===== src/logic/mcs_pkg.sv =====
/*
  Shared constants and types for the macrocell configuration and
  security block: cell widths, mode and function encodings, commands.
  Assumes a single 100 MHz clock domain.
*/
package mcs_pkg;

  localparam int NUM_CELLS = 8;   // Output macrocells
  localparam int SIG_WIDTH = 64;  // User signature word
  localparam int ARR_WIDTH = 32;  // Array word width on the program port
  localparam int ARR_DEPTH = 64;  // Array words held
  localparam int ARR_AW    = 6;

  // Architecture cell layout: [1:0] mode, then two bits per macrocell
  localparam int ARCH_MODE_LSB = 0;
  localparam int ARCH_CELL_LSB = 2;
  localparam int ARCH_WIDTH    = 2 + 2 * NUM_CELLS;
  localparam logic [ARCH_WIDTH-1:0] ARCH_RESET = 18'h00000;
  localparam logic [SIG_WIDTH-1:0]  SIG_RESET  = 64'h0000000000000000;
  localparam logic [ARR_WIDTH-1:0]  ARR_BLANK  = 32'h00000000;
  localparam logic [NUM_CELLS-1:0]  REG_RESET  = 8'h00;

  // Indices of the two outermost macrocells
  localparam int CELL_LOW  = 0;
  localparam int CELL_HIGH = NUM_CELLS - 1;

  typedef enum logic [1:0] {
    MCS_MODE_SIMPLE   = 2'h0,
    MCS_MODE_REGISTER = 2'h1,
    MCS_MODE_MEDIUM   = 2'h2,
    MCS_MODE_RSVD     = 2'h3
  } mcs_mode_type;

  // Per-macrocell function as decoded
  typedef enum logic [2:0] {
    MCS_FN_INPUT   = 3'h0,
    MCS_FN_OUTPUT  = 3'h1,
    MCS_FN_REG     = 3'h2,
    MCS_FN_IO      = 3'h3,
    MCS_FN_TRISTAT = 3'h4
  } mcs_func_type;

  typedef enum logic [2:0] {
    MCS_CMD_NONE       = 3'h0,
    MCS_CMD_ERASE      = 3'h1,
    MCS_CMD_WR_ARRAY   = 3'h2,
    MCS_CMD_WR_ARCH    = 3'h3,
    MCS_CMD_WR_SIG     = 3'h4,
    MCS_CMD_SET_SECURE = 3'h5,
    MCS_CMD_VERIFY     = 3'h6
  } mcs_cmd_type;

  // Verify targets
  typedef enum logic [1:0] {
    MCS_SEL_ARRAY = 2'h0,
    MCS_SEL_ARCH  = 2'h1,
    MCS_SEL_SIG   = 2'h2,
    MCS_SEL_RSVD  = 2'h3
  } mcs_sel_type;

endpackage


===== src/logic/mcs_cfg_if.sv =====
/*
  Decoded configuration carried from the configuration store to the
  macrocell datapath.
  Assumes both ends share sys_clk.
*/
`timescale 1ns/1ns
interface mcs_cfg_if;
  import mcs_pkg::*;
  mcs_mode_type                mode;
  logic [2*NUM_CELLS-1:0]      cell_cfg;
  modport store (output mode, output cell_cfg);
  modport cells (input mode, input cell_cfg);
endinterface


===== src/logic/mcs_config_security.sv =====
/*
  Top of the macrocell configuration and security block: array store,
  architecture cells, security cell, signature word, bulk erase and
  verify read-back, plus the macrocell datapath.
  Every command is taken on the edge that sees cmd_valid high; its
  answer (read data or a refusal) stands for the following cycle.
  Assumes the programming port is driven synchronously to sys_clk,
  one command per cycle at most; the dedicated pins arrive
  asynchronously. The array store has no reset, so the programmer
  must erase before the first array verify.
*/
`timescale 1ns/1ns
// Notes on behaviour
// - Once secured, array programming and array verify are refused.
// - Security clears by bulk erase, which clears the array too, or by resetn.
// - A 64-bit user signature word is held and reprogrammable.
// - Signature content never affects logic or configuration.
// - Signature is read back through the normal verify command.
// - Signature verify works whether or not secured.
// - Bulk erase clears array, architecture, security and signature.
// - Registered mode: pin A clocks registers, pin B (low) enables their outputs.
// - Other modes: both dedicated pins are plain array inputs.
// - Registered cells use a rising-edge D flip-flop after polarity.
// - Macrocell registers reset low; active-low outputs go high.
module mcs_config_security
  import mcs_pkg::*;
(
  input  wire logic                 sys_clk,
  input  wire logic                 resetn,
  input  wire logic                 cmd_valid,
  input  wire mcs_cmd_type          cmd_code,
  input  wire mcs_sel_type          cmd_sel,
  input  wire logic [ARR_AW-1:0]    cmd_addr,
  input  wire logic [SIG_WIDTH-1:0] cmd_wdata,
  output logic                      rd_valid,
  output logic      [SIG_WIDTH-1:0] rd_data,
  output logic                      cmd_refused,
  output logic                      secured,
  output mcs_mode_type              dev_mode,
  input  wire logic                 ded_pin_a,
  input  wire logic                 ded_pin_b,
  input  wire logic [NUM_CELLS-1:0] sum_term,
  input  wire logic [NUM_CELLS-1:0] oe_term,
  output logic      [NUM_CELLS-1:0] cell_out,
  output logic      [NUM_CELLS-1:0] cell_oe,
  output logic      [NUM_CELLS-1:0] cell_fb,
  output logic      [1:0]           ded_array_in
);

  typedef struct packed {
    logic [ARCH_WIDTH-1:0] arch;
    logic                  secure;
    logic [SIG_WIDTH-1:0]  sig;
    logic                  rd_valid;
    logic [SIG_WIDTH-1:0]  rd_data;
    logic                  refused;
    logic [1:0]            pa_sync;  // Clock pin synchroniser
    logic [1:0]            pb_sync;  // Enable pin synchroniser
  } mcs_top_state_type;

  mcs_top_state_type    st_r;
  mcs_top_state_type    st_nxt;
  // Array store with its write and erase strobes
  logic [ARR_WIDTH-1:0] array_mem [ARR_DEPTH];
  logic                 arr_we;
  logic                 arr_clear;
  logic                 is_cmd;
  logic [ARR_WIDTH-1:0] arr_word;

  // Decoded configuration towards the datapath
  mcs_cfg_if cfg_bus ();

  assign is_cmd = cmd_valid;

  // Addressed array word; only reaches rd_data while unsecured
  assign arr_word = array_mem[cmd_addr];

  // Command decode and configuration state update.
  // Answers are pulses for one cycle; a refused command leaves every
  // stored cell as it was. Only one command per cycle is possible, so
  // erase and set-secure never compete for the security cell.
  always_comb begin
    st_nxt          = st_r;
    st_nxt.rd_valid = 1'b0;
    st_nxt.refused  = 1'b0;
    arr_we          = 1'b0;
    arr_clear       = 1'b0;
    // Pin synchronisers, second stage only feeds logic
    st_nxt.pa_sync  = {st_r.pa_sync[0], ded_pin_a};
    st_nxt.pb_sync  = {st_r.pb_sync[0], ded_pin_b};
    if (is_cmd) begin
      case (cmd_code)
        // Bulk erase: every cell back to blank together
        MCS_CMD_ERASE: begin
          arr_clear     = 1'b1;
          st_nxt.arch   = ARCH_RESET;
          st_nxt.secure = 1'b0;
          st_nxt.sig    = SIG_RESET;
          // Blank device: no earlier read result survives either
          st_nxt.rd_data = SIG_RESET;
        end
        MCS_CMD_WR_ARRAY: begin
          // Locked array refuses writes
          if (st_r.secure) begin
            st_nxt.refused = 1'b1;
          end else begin
            arr_we = 1'b1;
          end
        end
        // Architecture cells are locked together with the array
        MCS_CMD_WR_ARCH: begin
          if (st_r.secure) begin
            st_nxt.refused = 1'b1;
          end else begin
            st_nxt.arch = cmd_wdata[ARCH_WIDTH-1:0];
          end
        end
        MCS_CMD_WR_SIG: begin
          // Signature stays writable; it is not part of the array
          st_nxt.sig = cmd_wdata;
        end
        MCS_CMD_SET_SECURE: begin
          st_nxt.secure  = 1'b1;
          // Drop the last read result, else a secured part would still
          // show array content on rd_data
          st_nxt.rd_data = SIG_RESET;
        end
        MCS_CMD_VERIFY: begin
          case (cmd_sel)
            // Signature answers whatever the security cell holds
            MCS_SEL_SIG: begin
              st_nxt.rd_valid = 1'b1;
              st_nxt.rd_data  = st_r.sig;
            end
            MCS_SEL_ARRAY: begin
              if (st_r.secure) begin
                st_nxt.refused = 1'b1;
              end else begin
                st_nxt.rd_valid = 1'b1;
                st_nxt.rd_data  = {{(SIG_WIDTH-ARR_WIDTH){1'b0}},
                                   arr_word};
              end
            end
            // Architecture read-back is part of the protected pattern
            MCS_SEL_ARCH: begin
              if (st_r.secure) begin
                st_nxt.refused = 1'b1;
              end else begin
                st_nxt.rd_valid = 1'b1;
                st_nxt.rd_data  = {{(SIG_WIDTH-ARCH_WIDTH){1'b0}},
                                   st_r.arch};
              end
            end
            // Reserved verify target
            default: begin
              st_nxt.refused = 1'b1;
            end
          endcase
        end
        // Unknown command code
        default: begin
          st_nxt.refused = 1'b1;
        end
      endcase
    end
  end

  // State register; synchroniser stages reset to constants
  always_ff @(posedge sys_clk or negedge resetn) begin
    if (!resetn) begin
      st_r <= '{
        arch:     ARCH_RESET,
        secure:   1'b0,
        sig:      SIG_RESET,
        rd_valid: 1'b0,
        rd_data:  SIG_RESET,
        refused:  1'b0,
        pa_sync:  2'h0,
        pb_sync:  2'h0
      };
    end else begin
      st_r <= st_nxt;
    end
  end

  // Array store; no reset, so erase walks every word in one cycle
  always_ff @(posedge sys_clk) begin
    for (int w = 0; w < ARR_DEPTH; w++) begin
      if (arr_clear) begin
        array_mem[w] <= ARR_BLANK;
      end else if (arr_we && cmd_addr == w[ARR_AW-1:0]) begin
        array_mem[w] <= cmd_wdata[ARR_WIDTH-1:0];
      end
    end
  end

  // Only the architecture cells reach the datapath, never the signature
  assign cfg_bus.mode     = mcs_mode_type'(st_r.arch[ARCH_MODE_LSB +: 2]);
  assign cfg_bus.cell_cfg = st_r.arch[ARCH_CELL_LSB +: 2*NUM_CELLS];

  assign rd_valid    = st_r.rd_valid;
  assign rd_data     = st_r.rd_data;
  assign cmd_refused = st_r.refused;
  assign secured     = st_r.secure;
  assign dev_mode    = cfg_bus.mode;

  // Datapath sees only the second synchroniser stage of each pin
  mcs_macrocells u_cells (
    .sys_clk      (sys_clk),
    .resetn       (resetn),
    .cfg          (cfg_bus.cells),
    .ded_pin_a    (st_r.pa_sync[1]),
    .ded_pin_b    (st_r.pb_sync[1]),
    .sum_term     (sum_term),
    .oe_term      (oe_term),
    .cell_out     (cell_out),
    .cell_oe      (cell_oe),
    .cell_fb      (cell_fb),
    .ded_array_in (ded_array_in)
  );

endmodule // mcs_config_security


===== src/logic/mcs_macrocells.sv =====
/*
  Macrocell datapath: per-cell function select, output registers,
  dedicated clock and output-enable pins.
  Assumes synchronised pin inputs and sum terms from the array logic.
*/
`timescale 1ns/1ns
module mcs_macrocells
  import mcs_pkg::*;
(
  input  wire logic                 sys_clk,
  input  wire logic                 resetn,
  mcs_cfg_if.cells                  cfg,
  input  wire logic                 ded_pin_a,
  input  wire logic                 ded_pin_b,
  input  wire logic [NUM_CELLS-1:0] sum_term,
  input  wire logic [NUM_CELLS-1:0] oe_term,
  output logic      [NUM_CELLS-1:0] cell_out,
  output logic      [NUM_CELLS-1:0] cell_oe,
  output logic      [NUM_CELLS-1:0] cell_fb,
  output logic      [1:0]           ded_array_in
);

  typedef struct packed {
    logic [NUM_CELLS-1:0] q;
    logic                 clk_d;
  } mcs_cells_state_type;

  mcs_cells_state_type st_r;
  mcs_cells_state_type st_nxt;
  logic                 clk_rise;
  logic                 reg_mode;
  mcs_func_type         fn [NUM_CELLS];

  assign reg_mode = (cfg.mode == MCS_MODE_REGISTER);
  // Rising edge of the dedicated clock pin, sampled on sys_clk
  assign clk_rise = reg_mode & ded_pin_a & ~st_r.clk_d;
  // Dedicated pins feed the array only outside registered mode
  assign ded_array_in = reg_mode ? 2'h0 : {ded_pin_b, ded_pin_a};

  // Function decode and pin drive per macrocell
  genvar i;
  generate
    for (i = 0; i < NUM_CELLS; i++) begin : g_cell
      logic         b0;
      logic         b1;
      mcs_func_type fn_l;
      logic         out_l;
      logic         oe_l;
      assign b0 = cfg.cell_cfg[2*i];
      assign b1 = cfg.cell_cfg[2*i+1];
      always_comb begin
        case (cfg.mode)
          MCS_MODE_SIMPLE:   fn_l = b0 ? MCS_FN_INPUT : MCS_FN_OUTPUT;
          MCS_MODE_REGISTER: fn_l = b0 ? MCS_FN_IO : MCS_FN_REG;
          MCS_MODE_MEDIUM:   fn_l = (i == CELL_LOW || i == CELL_HIGH) ?
                                    MCS_FN_TRISTAT : MCS_FN_IO;
          default:           fn_l = MCS_FN_INPUT;
        endcase
      end
      always_comb begin
        case (fn_l)
          MCS_FN_OUTPUT: begin
            out_l = sum_term[i] ^ b1;
            oe_l  = 1'b1;
          end
          MCS_FN_REG: begin
            out_l = ~st_r.q[i];  // Registers drive active low
            oe_l  = ~ded_pin_b;
          end
          MCS_FN_IO, MCS_FN_TRISTAT: begin
            out_l = sum_term[i] ^ b1;
            oe_l  = oe_term[i];
          end
          default: begin
            out_l = 1'b0;
            oe_l  = 1'b0;
          end
        endcase
      end
      // One continuous driver per bit keeps each vector single-driven
      assign fn[i]       = fn_l;
      assign cell_out[i] = out_l;
      assign cell_oe[i]  = oe_l;
      assign cell_fb[i]  = st_r.q[i];
    end
  endgenerate

  // Polarity applied before the register; load on clock pin rise
  always_comb begin
    st_nxt       = st_r;
    st_nxt.clk_d = ded_pin_a;
    for (int k = 0; k < NUM_CELLS; k++) begin
      if (clk_rise && fn[k] == MCS_FN_REG) begin
        st_nxt.q[k] = sum_term[k] ^ cfg.cell_cfg[2*k+1];
      end
    end
  end

  // Registers come up low after reset
  always_ff @(posedge sys_clk or negedge resetn) begin
    if (!resetn) begin
      st_r <= '{q: REG_RESET, clk_d: 1'b0};
    end else begin
      st_r <= st_nxt;
    end
  end

endmodule // mcs_macrocells


===== config.mk =====
export PLATFORM = sky130hd
export DESIGN_NAME = mcs_config_security
export DESIGN_NICKNAME = d
export VERILOG_FILES = /design/src/logic/mcs_pkg.sv /design/src/logic/mcs_cfg_if.sv /design/src/logic/mcs_config_security.sv /design/src/logic/mcs_macrocells.sv
export SDC_FILE = /design/constraint.sdc
export NUM_CORES = 2
export LEC_CHECK = 0
export BUFFER_PORTS_ARGS = -buffer_cell sky130_fd_sc_hd__buf_2
export CORE_ASPECT_RATIO = 1.5
export CORE_UTILIZATION = 41
export CTS_CLUSTER_SIZE = 20
export DETAILED_ROUTE_END_ITERATION = 6
export PLACE_DENSITY = 0.67
export SETUP_SLACK_MARGIN = 0.1
export SYNTH_ARGS = -nofsm -noshare
export SYNTH_HDL_FRONTEND = slang
export SYNTH_HIERARCHICAL = 1
export SYNTH_SLANG_ARGS = --single-unit

===== constraint.sdc =====
create_clock -name sys_clk -period 5.56 [get_ports sys_clk]
set_input_delay 0.834 -clock sys_clk [delete_from_list [all_inputs] [get_ports sys_clk]]
set_output_delay 0.834 -clock sys_clk [all_outputs]
set_load 0.01 [all_outputs]

==> flow_metrics.tcl <==
set metrics [dict create \
    status "finished clean" \
    fmax_ghz 0.2335 \
    crit_path_max_incr_delay_ns 0.61 \
    h-tree-depth 4 \
    drcViolationCount 0 \
    rows 222 \
    post_cts_resized 0 \
    placed_cells 9858 \
    p_leak_nw 41.47 \
    dp_hpwl_um 190800 \
    grt_pass1_wl_um 432600 \
    period_share_pct 77.04 \
    critPathArrivalTime_ns 3.45 \
    holdWs_ns 0.05103 \
    cp-start-kind "flop" \
    synth_warnings 6 \
    drt_iter0_markers 7202 \
    routed_via_density 5.769 \
    maxSlewViolCount 0 \
    routabilityCongestion 0.9197 \
    die-area_um2 248500 \
    clk_path_buf_depth 4 \
    cap_violations 0 \
    ys.flop_type "edfxtp_1" \
    fin_skew_ns 0.04070 \
    p_sw_share_pct 23.07 \
    r2r_cells 5 \
    p_sw_mw 7.950 \
    die_y_um 610.1 \
    io_buffers 190 \
    hp-class "input pin to async pin" \
    period_needed_ns 4.283 \
    critical_path.top_delay_family "multiplexers" \
    seqPwrFrac_pct 53.4 \
    cts_sinks 2210 \
    drt-pass1-iter-count 7 \
    synth_top_cell_area_share_pct 60.85 \
    cts_setup_buffers 0 \
    slowest_stage "ha_1" \
    ctsHoldBuffers 0 \
    cp.depth 6 \
    io_pins 191 \
    irDropWorstVdd_v 0.0002880 \
    synthMostInstantiatedCell "edfxtp_1" \
    ys_top_cells_by_area "edfxtp_1 61%, and2_1 12%, mux4_2 8.4%" \
    stdcell_count 10200 \
    synth_cells 6937 \
    clkPwrFrac_pct 39.3 \
    crit_top_cell "mux2i_1" \
    coreArea_um2 244400 \
    syn_area_um2 101100 \
    dieWidth_um 407.4 \
    critPathKind "flop to primary output" \
    yosysTopAreaCell "edfxtp_1" \
    rsz0062_at_grt "no" \
    critPathCaptureType "primary output" \
    seq_area_frac_synth_pct 64.86 \
    grt_max_degree 94 \
    p_int_mw 26.52 \
    start_util_pct 41.35 \
    powerDensity_nw_per_um2 308.3 \
    vias 58860 \
    ys_ff_latch 2210 \
    fin_setup_tns_ns 0 \
    path_buf_inv 2 \
    syn_area_per_cell_um2 14.57 \
    layout.nets 6908 \
    path_clk_slew_ns 0.07 \
    hold_violations 0 \
    worstPathMaxFanout 18 \
    routed_wl_um 305100 \
    antenna_found_initial 10 \
    slew-limit-headroom_pct 17.12 \
    yosysUniqueCellTypes 67 \
    setup_violations 0 \
    tightest_slew_ns 1.240 \
    ant_nets 0 \
    syn-num-nets 7037 \
    drive_gt1_share_pct 18.14 \
    area_growth_pct 10.61 \
    grt_use_total_pct 24.15 \
    cts-root-buf "clkbuf_16" \
    cts_tree "built" \
    wl_per_cell_um 29.90 \
    gr-total-overflow 0 \
    grt_pass1_vias 59240 \
    final_core_util_pct 45.73 \
    clk-insertion-delay-late_ns 0.86 \
    synthTopCellsByCount "2048 x edfxtp_1, 1923 x and2_1, 526 x clkbuf_1, 430 x mux2i_1, 377 x mux4_2" \
    path_cells "inv_1 -> ha_1 -> mux2i_1 -> a21oi_1 -> mux2i_1 -> buf_2" \
    synth-edff-count 2048 \
    asyncSetResetFlopFracSynth_pct 7.330 \
    cts_inserted_buffers 196 \
    comb_power_share_pct 7.3 \
    required_ns 4.73 \
]
flip-flops by register name, summed over array words and instances (netlist names):
| name | flops |
|---|---|
| array_mem | 2048 |
| cfg_bus.cell_cfg | 16 |
| cmd_refused | 1 |
| dev_mode | 2 |
| rd_data | 64 |
| rd_valid | 1 |
| secured | 1 |
| st_nxt | 2 |
| st_r | 66 |
| u_cells/cell_fb | 8 |
| u_cells/st_r | 1 |
through the flow:
step / area (µm²) / setup WS (ns) / power [mW]
2_1_floorplan: 101100 / 0.5921 / 20.20
3_3_place_gp: 105600 / 0.7575 / 21.22
3_5_place_dp: 105600 / 0.7441 / 21.25
4_1_cts: 111800 / 1.293 / 34.55
5_1_grt: 111800 / 1.194 / 35.19
6_report: 111800 / 1.277 / 34.47
layer usage:
metal  track usage (%)  routed length (µm)  up-vias  share of wire, %
met5                 0                  22        -            0.0072
met4             20.95               31240        4                10
met3             3.196               22090      784               7.2
met2             40.16              147400     2755                48
met1             27.50              104300    30390                34
li1                  -                   -    24930                 -
layout by cell type, fill, tap and decap left out, types with 113 or more instances in the layout:
| cell | Yosys | layout |
|---|---|---|
| nand2_1 | 247 | 245 |
| a22oi_1 | 149 | 149 |
| buf_2 | 113 | 186 |
| edfxtp_1 | 2048 | 2048 |
| mux4_2 | 377 | 377 |
| nand3_1 | 113 | 113 |
| buf_4 | 114 | 263 |
| clkbuf_16 | 0 | 202 |
| mux2i_1 | 430 | 430 |
| and3_1 | 148 | 147 |
| dfrtp_1 | 162 | 162 |
| and2_1 | 1923 | 1923 |
kinds of logic (layout without fill, tap and decap cells):
| kind of cell | Yosys count | in the layout | synth area share, % |
|---|---|---|---|
| and+or+nand+nor | 2636 | 2636 | 15.49 |
| DFF | 2210 | 2210 | 64.86 |
| muxes | 813 | 813 | 12.74 |
| buffers and inverters | 802 | 816 | 3.668 |
| AOI/OAI and AO/OA | 463 | 463 | 3.119 |
| xor gates and xnor gates | 9 | 9 | 0.07800 |
| adders and majority gates | 4 | 4 | 0.04952 |
| other | 0 | 5 | 0 |
worst register-to-register path, stage by stage, from the launching register on:
cell and delay (ns):
dfrtp_1 0.47, nand2b_4 0.23, nor4b_2 0.69, nand3_1 0.83
o21ai_4 0.85, buf_4 0.44
power by group through the flow:
| stage | Clock (mW) | Combinational [mW] | Sequential (mW) |
|---|---|---|---|
| 2_1_floorplan | 0 | 1.49 | 18.7 |
| 3_3_place_gp | 0 | 2.48 | 18.7 |
| 3_5_place_dp | 0 | 2.50 | 18.8 |
| 4_1_cts | 13.7 | 2.51 | 18.4 |
| 5_1_grt | 14.2 | 2.60 | 18.4 |
| 6_report | 13.5 | 2.53 | 18.4 |
final timing paths:
check                             from                to  slack [ns]
max in group asynchronous       resetn          rd_valid        4.43
hold / removal                  resetn       rd_data[50]        0.05
setup reg to reg               secured  array_mem[9][10]        1.69
hold reg to reg              st_nxt[3]           st_r[3]        0.36
setup / recovery           dev_mode[1]       cell_out[6]        1.28
min in group sys_clk         ded_pin_a         st_nxt[3]        0.09
layout make-up:
class	instances	area, µm²
multi-input cells	3925	32760
clock buffers	254	5290
well taps	3248	4064
diodes	5	12.51
inverters	9	33.78
repair buffers	466	3222
clock inverters	87	848.3
flip-flops and latches	2210	65550
fillers	21050	132700
Power figures use the tool's default switching activity.
